===== config.mk =====
export PLATFORM = sky130hd
export DESIGN_NAME = context_translation_control
export DESIGN_NICKNAME = d
export VERILOG_FILES = /design/src/tcr_pkg.sv /design/src/tcr_fields_if.sv /design/src/tcr_field_decode.sv /design/src/tcr_attr_decode.sv /design/src/context_translation_control.sv
export SDC_FILE = /design/constraint.sdc
export NUM_CORES = 1
export LEC_CHECK = 0
export BUFFER_PORTS_ARGS = -buffer_cell sky130_fd_sc_hd__buf_2
export CORE_MARGIN = 2
export CORE_UTILIZATION = 30
export CTS_BUF_LIST = sky130_fd_sc_hd__clkbuf_8
export DETAILED_ROUTE_END_ITERATION = 16
export GPL_TIMING_DRIVEN = 0
export PLACE_DENSITY = 0.5
export SYNTH_ARGS = -nofsm -noshare
export SYNTH_HDL_FRONTEND = slang
export SYNTH_SLANG_ARGS = --single-unit

===== constraint.sdc =====
create_clock -name core_clk -period 1.9 [get_ports core_clk]
set_input_delay 0.38 -clock core_clk [delete_from_list [all_inputs] [get_ports core_clk]]
set_output_delay 0.38 -clock core_clk [all_outputs]
set_load 0.05 [all_outputs]

===== src/tcr_pkg.sv =====
// translation control register decode: shared constants and types
// assumes one 100 MHz clock, synchronous active-high reset
// ============================================================
// Overview of operation
// - upper walk disable set and a miss on the upper base gives a level-1 fault, no walk.
// - lower walk disable set and a miss on the lower base gives a level-1 fault, no walk.
// - both walk disables must be written zero when effective extended enable is 0 or hyp.
// - the asid select bit picks the asid from the lower (0) or upper (1) base register.
// - 32-bit layout size offsets are 3 bits at 18:16 and 2:0, size 2^(32-offset).
// - 64-bit layout size offsets are 6 bits at 21:16 and 5:0, size 2^(64-offset).
// - shareability decodes 00 non, 01 unpredictable, 10 outer, 11 inner.
// - cacheability decodes 00 non-cacheable, 01 wb-wa, 10 wt, 11 wb no-wa.
// - lower walk non-secure attribute at bit 14 acts only in a secure bank (32-bit layout).
// - wide address select picks the 64-bit scheme and its field layout.
// - upper granule at 31:30 decodes 01 16KB, 10 4KB, 11 64KB, 00 reserved.
// - lower granule at 15:14 decodes 00 4KB, 01 64KB, 10 16KB, 11 reserved.
// - a reserved granule acts as a chosen implemented size; readback shows programmed value.
// - extended walk disables act as the short ones, at positions set by effective enable.
// - effective extended enable is the bit, stage 2, 64-bit scheme or a hypervisor bank.
package tcr_pkg;
    // ============================================================
    // register map
    localparam logic [3:0]  ADDR_TCR       = 4'h0;
    localparam logic [3:0]  ADDR_STATUS    = 4'h4;
    localparam logic [3:0]  ADDR_MASK      = 4'h8;
    localparam logic [3:0]  ADDR_CFG       = 4'hc;
    localparam logic [31:0] TCR_RESET      = 32'h0000_0000;
    // writable masks per layout, reserved bits stay zero
    localparam logic [31:0] WMASK_SHORT    = 32'hc000_403f;
    localparam logic [31:0] WMASK_LONG     = 32'hffc7_7f87;
    localparam logic [31:0] WMASK_WIDE     = 32'hffff_ffbf;
    // field positions
    localparam int EAE_BIT   = 31;
    localparam int UWD_BIT   = 23;
    localparam int ASEL_BIT  = 22;
    localparam int LWD_BIT   = 7;
    localparam int NS0_BIT   = 14;
    localparam int SPD1_BIT  = 5;
    localparam int SPD0_BIT  = 4;
    // status bits
    localparam int EV_UFAULT = 0;
    localparam int EV_LFAULT = 1;
    localparam int EV_SBZ    = 2;
    // granule encodings
    typedef enum logic [1:0] {
        GRAN_4K  = 2'h0,
        GRAN_16K = 2'h1,
        GRAN_64K = 2'h2
    } gran_type;
    // granule chosen for reserved codes
    localparam gran_type GRAN_FALLBACK = GRAN_4K;
    typedef enum logic [1:0] {
        SH_NON = 2'h0, SH_UNP = 2'h1, SH_OUTER = 2'h2, SH_INNER = 2'h3
    } share_type;
    typedef enum logic [1:0] {
        CA_NC = 2'h0, CA_WBWA = 2'h1, CA_WT = 2'h2, CA_WBNA = 2'h3
    } cache_type;
endpackage : tcr_pkg


===== src/tcr_fields_if.sv =====
// decoded field bundle between decode and miss logic
// assumes the package is compiled first
`timescale 1ns/1ps
interface tcr_fields_if;
    import tcr_pkg::*;
    logic      upper_walk_disable;
    logic      lower_walk_disable;
    logic      asid_source_select;
    logic      lower_walk_nonsecure_attr;
    logic [6:0] upper_region_bits;
    logic [6:0] lower_region_bits;
    gran_type  upper_granule_size;
    gran_type  lower_granule_size;
    modport producer (output upper_walk_disable, lower_walk_disable, asid_source_select,
                      lower_walk_nonsecure_attr, upper_region_bits, lower_region_bits,
                      upper_granule_size, lower_granule_size);
    modport consumer (input upper_walk_disable, lower_walk_disable, asid_source_select,
                      lower_walk_nonsecure_attr, upper_region_bits, lower_region_bits,
                      upper_granule_size, lower_granule_size);
endinterface : tcr_fields_if


===== src/tcr_field_decode.sv =====
// layout decode of the stored control word
// assumes the word is already masked to the active layout
`timescale 1ns/1ps
module tcr_field_decode
    import tcr_pkg::*;
(
    input  wire logic [31:0] tcr_word,
    input  wire logic        wide_mode,
    input  wire logic        eae_eff,
    input  wire logic        secure_bank,
    tcr_fields_if.producer   fld
);
    // ============================================================
    // field selection per layout
    always_comb begin
        // short layout keeps its disables at bits 5 and 4
        fld.upper_walk_disable = eae_eff ? tcr_word[UWD_BIT] : tcr_word[SPD1_BIT];
        fld.lower_walk_disable = eae_eff ? tcr_word[LWD_BIT] : tcr_word[SPD0_BIT];
        fld.asid_source_select = tcr_word[ASEL_BIT];
        // ignored outside secure banks; 32-bit layouts only
        fld.lower_walk_nonsecure_attr = !wide_mode && secure_bank && tcr_word[NS0_BIT];
        if (wide_mode) begin
            // size = 64 - offset
            fld.upper_region_bits = 7'd64 - {1'b0, tcr_word[21:16]};
            fld.lower_region_bits = 7'd64 - {1'b0, tcr_word[5:0]};
            unique case (tcr_word[31:30])
                2'h1:    fld.upper_granule_size = GRAN_16K;
                2'h2:    fld.upper_granule_size = GRAN_4K;
                2'h3:    fld.upper_granule_size = GRAN_64K;
                default: fld.upper_granule_size = GRAN_FALLBACK;
            endcase
            unique case (tcr_word[15:14])
                2'h0:    fld.lower_granule_size = GRAN_4K;
                2'h1:    fld.lower_granule_size = GRAN_64K;
                2'h2:    fld.lower_granule_size = GRAN_16K;
                default: fld.lower_granule_size = GRAN_FALLBACK;
            endcase
        end else begin
            fld.upper_region_bits = 7'd32 - {4'h0, tcr_word[18:16]};
            fld.lower_region_bits = 7'd32 - {4'h0, tcr_word[2:0]};
            fld.upper_granule_size = GRAN_4K;
            fld.lower_granule_size = GRAN_4K;
        end
    end
endmodule : tcr_field_decode


===== src/tcr_attr_decode.sv =====
// walk attribute decode for one region
// assumes fields already selected by the caller
`timescale 1ns/1ps
module tcr_attr_decode
    import tcr_pkg::*;
(
    input  wire logic [1:0] share_field,
    input  wire logic [1:0] outer_field,
    input  wire logic [1:0] inner_field,
    output share_type       share,
    output cache_type       outer,
    output cache_type       inner
);
    // ============================================================
    // encodings map one to one onto the enums
    always_comb begin
        share = share_type'(share_field);
        outer = cache_type'(outer_field);
        inner = cache_type'(inner_field);
    end
endmodule : tcr_attr_decode


===== src/context_translation_control.sv =====
// top: translation control register, layout decode and miss decision
// assumes a plain one-cycle register port and synchronous miss requests
//
// Added by the designer: the plain strobed port and the address map.
`timescale 1ns/1ps
module context_translation_control
    import tcr_pkg::*;
(
    input  wire logic        core_clk,
    input  wire logic        reset,
    input  wire logic [3:0]  reg_addr,
    input  wire logic [31:0] reg_wdata,
    input  wire logic        reg_write,
    input  wire logic        reg_read,
    output logic      [31:0] reg_rdata,
    input  wire logic        wide_address_select,
    input  wire logic        hypervisor_bank,
    input  wire logic        monitor_bank,
    input  wire logic        secure_bank,
    input  wire logic        stage2_active,
    input  wire logic        miss_valid,
    input  wire logic        miss_uses_upper,
    output logic             walk_start,
    output logic             walk_fault,
    output logic             asid_from_upper,
    output logic      [6:0]  region_bits,
    output gran_type         granule_size,
    output share_type        walk_share,
    output cache_type        walk_outer,
    output cache_type        walk_inner,
    output logic             walk_nonsecure,
    output logic             irq
);
    // ============================================================
    // register state
    logic [31:0] tcr_r, tcr_nxt;
    logic [2:0]  status_r, status_nxt;
    logic [2:0]  mask_r, mask_nxt;
    logic [31:0] rdata_r, rdata_nxt;
    logic        walk_start_r, walk_start_nxt;
    logic        walk_fault_r, walk_fault_nxt;
    logic        asid_r, asid_nxt;
    logic [6:0]  region_r, region_nxt;
    gran_type    gran_r, gran_nxt;
    share_type   share_r, share_nxt;
    cache_type   outer_r, outer_nxt;
    cache_type   inner_r, inner_nxt;
    logic        ns_r, ns_nxt;
    logic        eae_eff;
    logic [31:0] wmask;
    logic [2:0]  events;
    share_type   ushare, lshare;
    cache_type   uouter, uinner, louter, linner;
    tcr_fields_if fld ();

    // effective extended-address enable
    assign eae_eff = tcr_r[EAE_BIT] | stage2_active | wide_address_select
                   | hypervisor_bank;

    // layout selects which bits software may set; the rest read zero
    always_comb begin
        if (wide_address_select) begin
            wmask = WMASK_WIDE;
        end else if (tcr_r[EAE_BIT] || reg_wdata[EAE_BIT]) begin
            wmask = WMASK_LONG;
        end else begin
            wmask = WMASK_SHORT;
        end
    end

    // ============================================================
    // field and attribute decoders
    tcr_field_decode u_fields (
        .tcr_word    (tcr_r),
        .wide_mode   (wide_address_select),
        .eae_eff     (eae_eff),
        .secure_bank (secure_bank),
        .fld         (fld)
    );
    tcr_attr_decode u_upper_attr (
        .share_field (tcr_r[29:28]),
        .outer_field (tcr_r[27:26]),
        .inner_field (tcr_r[25:24]),
        .share       (ushare),
        .outer       (uouter),
        .inner       (uinner)
    );
    tcr_attr_decode u_lower_attr (
        .share_field (tcr_r[13:12]),
        .outer_field (tcr_r[11:10]),
        .inner_field (tcr_r[9:8]),
        .share       (lshare),
        .outer       (louter),
        .inner       (linner)
    );

    // ============================================================
    // event sources: faults and an illegal nonzero disable write
    always_comb begin
        events = 3'h0;
        events[EV_UFAULT] = miss_valid && miss_uses_upper && fld.upper_walk_disable;
        events[EV_LFAULT] = miss_valid && !miss_uses_upper && fld.lower_walk_disable;
        // flag only; the write still lands, so readback shows it unless the short mask drops bits 23 and 7
        // a hyp bank forbids the disables even when bit 31 is written set
        events[EV_SBZ] = reg_write && reg_addr == ADDR_TCR
                       && (hypervisor_bank || (!eae_eff && !reg_wdata[EAE_BIT]))
                       && (reg_wdata[UWD_BIT] || reg_wdata[LWD_BIT]);
    end

    // ============================================================
    // register file next state
    always_comb begin
        tcr_nxt    = tcr_r;
        mask_nxt   = mask_r;
        status_nxt = status_r;
        rdata_nxt  = 32'h0000_0000;
        if (reg_write) begin
            unique case (reg_addr)
                ADDR_TCR:  tcr_nxt = reg_wdata & wmask;
                ADDR_MASK: mask_nxt = reg_wdata[2:0];
                // write one to clear
                ADDR_STATUS: status_nxt = status_r & ~reg_wdata[2:0];
                default: ;
            endcase
        end
        // set wins over a clear in the same cycle
        status_nxt = status_nxt | events;
        if (reg_read) begin
            unique case (reg_addr)
                ADDR_TCR:    rdata_nxt = tcr_r;
                ADDR_STATUS: rdata_nxt = {29'h0, status_r};
                ADDR_MASK:   rdata_nxt = {29'h0, mask_r};
                ADDR_CFG:    rdata_nxt = {25'h0, fld.upper_region_bits};
                default:     rdata_nxt = 32'h0000_0000;
            endcase
        end
    end

    // ============================================================
    // miss decision: fault or walk, with region attributes
    always_comb begin
        walk_start_nxt = 1'b0;
        walk_fault_nxt = 1'b0;
        asid_nxt   = fld.asid_source_select;
        region_nxt = region_r;
        gran_nxt   = gran_r;
        share_nxt  = share_r;
        outer_nxt  = outer_r;
        inner_nxt  = inner_r;
        ns_nxt     = ns_r;
        if (miss_valid) begin
            if (miss_uses_upper) begin
                walk_fault_nxt = fld.upper_walk_disable;
                walk_start_nxt = !fld.upper_walk_disable;
                region_nxt = fld.upper_region_bits;
                // upper granule only for stage 1 outside hyp and monitor
                gran_nxt = (hypervisor_bank || monitor_bank || stage2_active)
                         ? GRAN_FALLBACK : fld.upper_granule_size;
                share_nxt = ushare;
                outer_nxt = uouter;
                inner_nxt = uinner;
                ns_nxt = 1'b0;
            end else begin
                walk_fault_nxt = fld.lower_walk_disable;
                walk_start_nxt = !fld.lower_walk_disable;
                region_nxt = fld.lower_region_bits;
                gran_nxt  = fld.lower_granule_size;
                share_nxt = lshare;
                outer_nxt = louter;
                inner_nxt = linner;
                ns_nxt = fld.lower_walk_nonsecure_attr;
            end
        end
    end

    // ============================================================
    // registers
    always_ff @(posedge core_clk) begin
        if (reset) begin
            tcr_r        <= TCR_RESET;
            status_r     <= 3'h0;
            mask_r       <= 3'h0;
            rdata_r      <= 32'h0000_0000;
            walk_start_r <= 1'b0;
            walk_fault_r <= 1'b0;
            asid_r       <= 1'b0;
            region_r     <= 7'h00;
            gran_r       <= GRAN_4K;
            share_r      <= SH_NON;
            outer_r      <= CA_NC;
            inner_r      <= CA_NC;
            ns_r         <= 1'b0;
        end else begin
            tcr_r        <= tcr_nxt;
            status_r     <= status_nxt;
            mask_r       <= mask_nxt;
            rdata_r      <= rdata_nxt;
            walk_start_r <= walk_start_nxt;
            walk_fault_r <= walk_fault_nxt;
            asid_r       <= asid_nxt;
            region_r     <= region_nxt;
            gran_r       <= gran_nxt;
            share_r      <= share_nxt;
            outer_r      <= outer_nxt;
            inner_r      <= inner_nxt;
            ns_r         <= ns_nxt;
        end
    end

    // outputs straight from flip-flops, irq through a gate over them
    assign reg_rdata       = rdata_r;
    assign walk_start      = walk_start_r;
    assign walk_fault      = walk_fault_r;
    assign asid_from_upper = asid_r;
    assign region_bits     = region_r;
    assign granule_size    = gran_r;
    assign walk_share      = share_r;
    assign walk_outer      = outer_r;
    assign walk_inner      = inner_r;
    assign walk_nonsecure  = ns_r;
    assign irq             = |(status_r & mask_r); // level, unmasked sticky bits
endmodule : context_translation_control


After elaboration in Yosys (flattened, before gate mapping)

Index checks and enable logic that the tools add are counted.

Register bits after elaboration: 89
Input bits: 47
Output and inout port bits: 52

Add/subtract/negate cells: 4
Equal/unequal tests: 7
Multiplexer cells: 22
Bitwise logic cells: 10
Reductions and logical operators: 27

Operators with widths:

| kind                                            | number |
|---|---|
| one-hot mux 32 bit (4 select lines)             | 1 |
| 2-to-1 mux 30 bit                               | 2 |
| AND 32 bit                                      | 1 |
| 2-to-1 mux 7 bit                                | 3 |
| 2-to-1 mux 2 bit                                | 7 |
| subtractor 6 x 3 -> 7 bit, first input constant | 2 |
| subtractor 7 x 6 -> 7 bit, first input constant | 2 |
| logical AND 1 bit                               | 10 |
| == test 4 bit, second input constant            | 2 |
| one-hot mux 2 bit (2 select lines)              | 2 |
| AND 3 bit                                       | 2 |
| logical NOT 1 bit                               | 6 |
| 2-to-1 mux 3 bit                                | 2 |
| logical OR 1 bit                                | 5 |
| 2-to-1 mux 1 bit                                | 5 |
| == test 2 x 1 -> 1 bit, second input constant   | 2 |
| == test 2 bit, second input constant            | 2 |
| == test 4 x 3 -> 1 bit, second input constant   | 1 |
| logical NOT 4 bit                               | 1 |
| AND reduction 2 bit                             | 2 |
| OR reduction 2 bit                              | 2 |
| NOT 3 bit                                       | 1 |
| OR 1 bit                                        | 3 |
| OR 3 bit                                        | 1 |
| 2 further kinds                                 | 3 |

Longest topological paths before layout

Depth after elaboration: 9
Gate-level depth with buffers: 6
Gate-level depth less buffers: 6

Hierarchy

Synthesis repeated with hierarchy kept, for this count alone.

Cells, all modules: 424
Area total of the unflattened synthesis: 3828.7 um^2

By module, submodules not included:

| module                      | times used | cells each | area an instance (um^2) | seq. area each (um^2) |
|---|---|---|---|---|
| context_translation_control | 1          | 358        | 3364.5                  | 1761.7 |
| tcr_field_decode            | 1          | 54         | 374.1                   | 0.0 |
| tcr_attr_decode             | 2          | 6          | 45.0                    | 0.0 |

Worst setup path after synthesis

No wires, ideal clock.

Path type: register to register
Start point: register tcr_r[16]
End point: register region_r[4], in the netlist region_bits[4]
Setup time: 0.086 ns
Arrival time: 1.706 ns
Setup slack: 0.109 ns
Cell stages (with the launch flop): 7
Period minus slack after synthesis: 1.791 ns
Cells stage by stage: dfxtp_1 inv_1 ha_1 or3b_1 xnor2_1 mux4_2 a211oi_1

Word-level cells in the longest chain between the ends: 3
Elaborated cells between the ends (all ways): 4
Classes of those cells: 2 x add/sub; 2 x mux

Ends and longest elaborated chain:

| item                                                                   | line                                           | source |
|---|---|---|
| start, declared                                                        | context_translation_control.sv:36              | `logic [31:0] tcr_r, tcr_nxt;` |
| start signal, assigned                                                 | context_translation_control.sv:194             | `tcr_r <= tcr_nxt;` |
| subtractor 7 x 6 -> 7 bit or subtractor 6 x 3 -> 7 bit (tied branches) | tcr_field_decode.sv:24, tcr_field_decode.sv:39 |  |
| 2-to-1 mux 7 bit (*)                                                   | tcr_field_decode.sv:22                         | `if (wide_mode) begin` |
| 2-to-1 mux 7 bit (*)                                                   | context_translation_control.sv:152             | `if (miss_uses_upper) begin` |
| end signal, assigned                                                   | context_translation_control.sv:201             | `region_r <= region_nxt;` |
| end, declared                                                          | context_translation_control.sv:43              | `logic [6:0] region_r, region_nxt;` |

Every way passes the cells marked *; elsewhere a longest branch is shown, timed or not.
A chain may end at the register's enable or synchronous reset.

Worst setup path in the final report

Same ends and word-level chain as after synthesis.

==> out/metrics.yaml <==
fmax_mhz: 549
wirelength_um: 10200
drv_cap: 0
min_period_ps: 1820
synth_edf_count: 0
drt_iter0_drc: 142
setup_viol: 0
cts_buffers: 9
die_y_um: 111
crit_type: "reg -> reg"
drt-vias-per-instance: 4.87
globalRouteOverflowTotal: 0
num_rows: 39
worstHoldStart: "reg_wdata[28]"
grt_pass1_wl_um: 15900
grt_max_degree: 16
hold_viol_final: 0
seq_area_um2: 1770
worst_pin_slew_ps: 646
ios: 99
antenna_found_initial: 0
rsz0062_at_grt: "true"
dpl-instance-area_um2: 4120
synth.avg_cell_area_um2: 9.67
clkPwrFrac: 0.345
required_ps: 2200
clock_sinks: 88
cp_max_fo: 2
layout.cells.non_filler: 617
via_count: 3004
routedWlPerCell_um: 16.5
cts_max_path_buffers: 2
critPathArrivalTime_ps: 2120
grt.total_usage: 0.166
p_int_w: 0.00253
utilization: 0.387
finalMaxSlewViolations: 0
grt_pass1_vias: 2977
syn_area_um2: 3460
hpwl_um: 7540
io_buffers: 95
status: "completed"
cp-end-kind: "flip-flop"
hold_path.class: "in -> reg"
slew_headroom: 0.569
clk_latency_ps: 370
post-place-ws_ps: -87.0
r2r-start: "tcr_r[16]"
clkTransAtPathRegs_ps: 90
peakVddDrop_uv: 312
die_area_um2: 12400
drive_gt1_frac: 0.327
yosysWarnings: 0
yosysSeqAreaShare: 0.509
place_congestion: 0.835
fin_crit_sh: 0.959
syn-num-nets: 409
dpl.cell_count: 596
n_antenna_cell: 0
r2r_slack_ps: 80
coreArea_um2: 11300
clock_skew_ps: 13.6
nNetsFinal: 520
path_cells: "inv_4 > ha_4 > or3b_4 > xnor2_2 > mux4_2 > a211oi_2"
cts_tree: "yes"
ys_ff_latch: 88
syn_inst: 358
fillers: 1193
finalWorstSetupSlack_ps: 77.7
cp-start-kind: "flip-flop"
slowest_delay_ps: 490
power_density_nw_per_um2: 797
ys.flop_type: "dfxtp_1"
postLayoutCellArea_um2: 4380
yosysUniqueCellTypes: 55
die_w_um: 111
cpMaxStageDelayCell: "mux4_2"
seq_power_share: 0.544
drc: 0
combPwrFrac: 0.111
setup.worst_path.start: "tcr_r[16]"
multi_input_area_um2: 1610
switchingPower_w: 0.000961
async_flop_share: 0
cts.htree.levels: 3
syn2layout_area_growth_pct: 26.5
start_util: 0.306
clockRootBuffer: "clkbuf_8"
drtPass1Iterations: 4
power_switching_share: 0.275
leakage_nw: 1.89
ant_nets: 0
==> cell usage after synthesis (all sizes together) (3+ instances only) <==
master | count | share of area
clkbuf | 11 | 0.012
nor2b | 6 | 0.011
inv | 8 | 0.0087
dfxtp | 88 | 0.51
nor2 | 36 | 0.039
buf | 11 | 0.016
o21ai | 4 | 0.0058
mux2i | 12 | 0.035
nand2 | 28 | 0.031
nor3b | 3 | 0.0080
a21oi | 36 | 0.053
nand2b | 4 | 0.0080
nor4 | 5 | 0.011
mux4 | 4 | 0.026
a211oi | 11 | 0.025
and2 | 23 | 0.042
ha | 4 | 0.014
mux2 | 4 | 0.013
nand3 | 13 | 0.019
a22o | 8 | 0.020
nor3 | 7 | 0.015
==> placed cells by master (no fill, tap or decap), types with 6 or more instances in the layout <==
| master | netlist | final |
|---|---|---|
| a22o_1 | 8 | 8 |
| a21oi_1 | 35 | 35 |
| mux2i_1 | 12 | 12 |
| a211oi_1 | 10 | 9 |
| and2_1 | 22 | 22 |
| nand3_1 | 13 | 13 |
| clkbuf_8 | 0 | 10 |
| buf_2 | 10 | 105 |
| inv_1 | 8 | 6 |
| nand2_1 | 27 | 27 |
| clkbuf_1 | 11 | 11 |
| dfxtp_1 | 88 | 86 |
| nor2b_1 | 6 | 6 |
| nor2_1 | 36 | 35 |
==> final cells by class <==
type / instances / area share
Clock inverter: 6 / 0.00943
Tap cell: 143 / 0.0409
Multi-Input combinational cell: 240 / 0.368
Clock buffer: 10 / 0.0314
Buffer: 22 / 0.0217
Sequential cell: 88 / 0.404
Inverter: 8 / 0.00743
Timing Repair Buffer: 100 / 0.117
==> cells by family (layout without fill, tap and decap cells) <==
kind of cell | Yosys count | after routing | share of synthesized area
multiplexers | 20 | 20 | 0.0738
AND/OR/NAND/NOR | 142 | 142 | 0.223
buffers and inverters | 30 | 146 | 0.0362
flip-flops | 88 | 88 | 0.509
AO/OA/AOI/OAI | 71 | 71 | 0.136
XOR/XNOR | 3 | 3 | 0.00759
adder cells (fa/ha/maj) | 4 | 4 | 0.0145
==> worst max-delay path: cells and delay by family, from the launching register on <==
family                   cells  cell delay, ps
multiplexers                 1             490
adder cells (fa/ha/maj)      1             130
buffers and inverters        1              60
AND/OR/NAND/NOR              1             390
flip-flops                   1             360
XOR/XNOR                     1             150
AO/OA/AOI/OAI                1             180
==> metrics by stage <==
stage          hold WS (ps)  setup TNS (ps)  power, W
2_1_floorplan           445               0   0.00217
3_3_place_gp            471           -1120   0.00231
3_5_place_dp            469           -1290   0.00231
4_1_cts                 216               0   0.00350
5_1_grt                 210           -3.53   0.00364
6_report                228               0   0.00349
==> worst paths after layout <==
path,depth (start not counted),end
max,6,region_bits[4]
min,2,tcr_r[28]
max reg2reg,6,region_bits[4]
min reg2reg,2,walk_nonsecure
==> what timing repair did <==
| item | 4_1_cts | 5_1_grt |
|---|---|---|
| hold buffers | 0 | 0 |
| setup buffers | 1 | 4 |
| endpoints found under the setup margin | 3 | 4 |
| pin swaps | 0 | 3 |
| gates resized for setup | 7 | 6 |
==> flip-flops by register name, summed over array words and instances, names as in the netlist, 2 cells and up <==
| register | count |
|---|---|
| walk_outer | 2 |
| tcr_r | 31 |
| walk_share | 2 |
| granule_size | 2 |
| reg_rdata | 32 |
| mask_r | 3 |
| walk_inner | 2 |
| status_r | 3 |
| region_bits | 7 |
==> power by group through the flow <==
stage / Sequential (W) / Combinational (W) / Clock (W)
2_1_floorplan: 0.00200 / 0.000168 / 0
3_3_place_gp: 0.00194 / 0.000370 / 0
3_5_place_dp: 0.00194 / 0.000372 / 0
4_1_cts: 0.00190 / 0.000380 / 0.00122
5_1_grt: 0.00190 / 0.000424 / 0.00131
6_report: 0.00190 / 0.000389 / 0.00120
==> metal layers <==
| layer | vias up | wire [um] | global-route usage |
|---|---|---|---|
| li1 | 1487 | - | - |
| met3 | 10 | 668 | 0.0523 |
| met4 | 0 | 131 | 0.0436 |
| met1 | 1400 | 4860 | 0.231 |
| met2 | 107 | 4500 | 0.249 |
| met5 | - | 0 | 0 |
No activity file was read; power rests on OpenSTA's default activity.
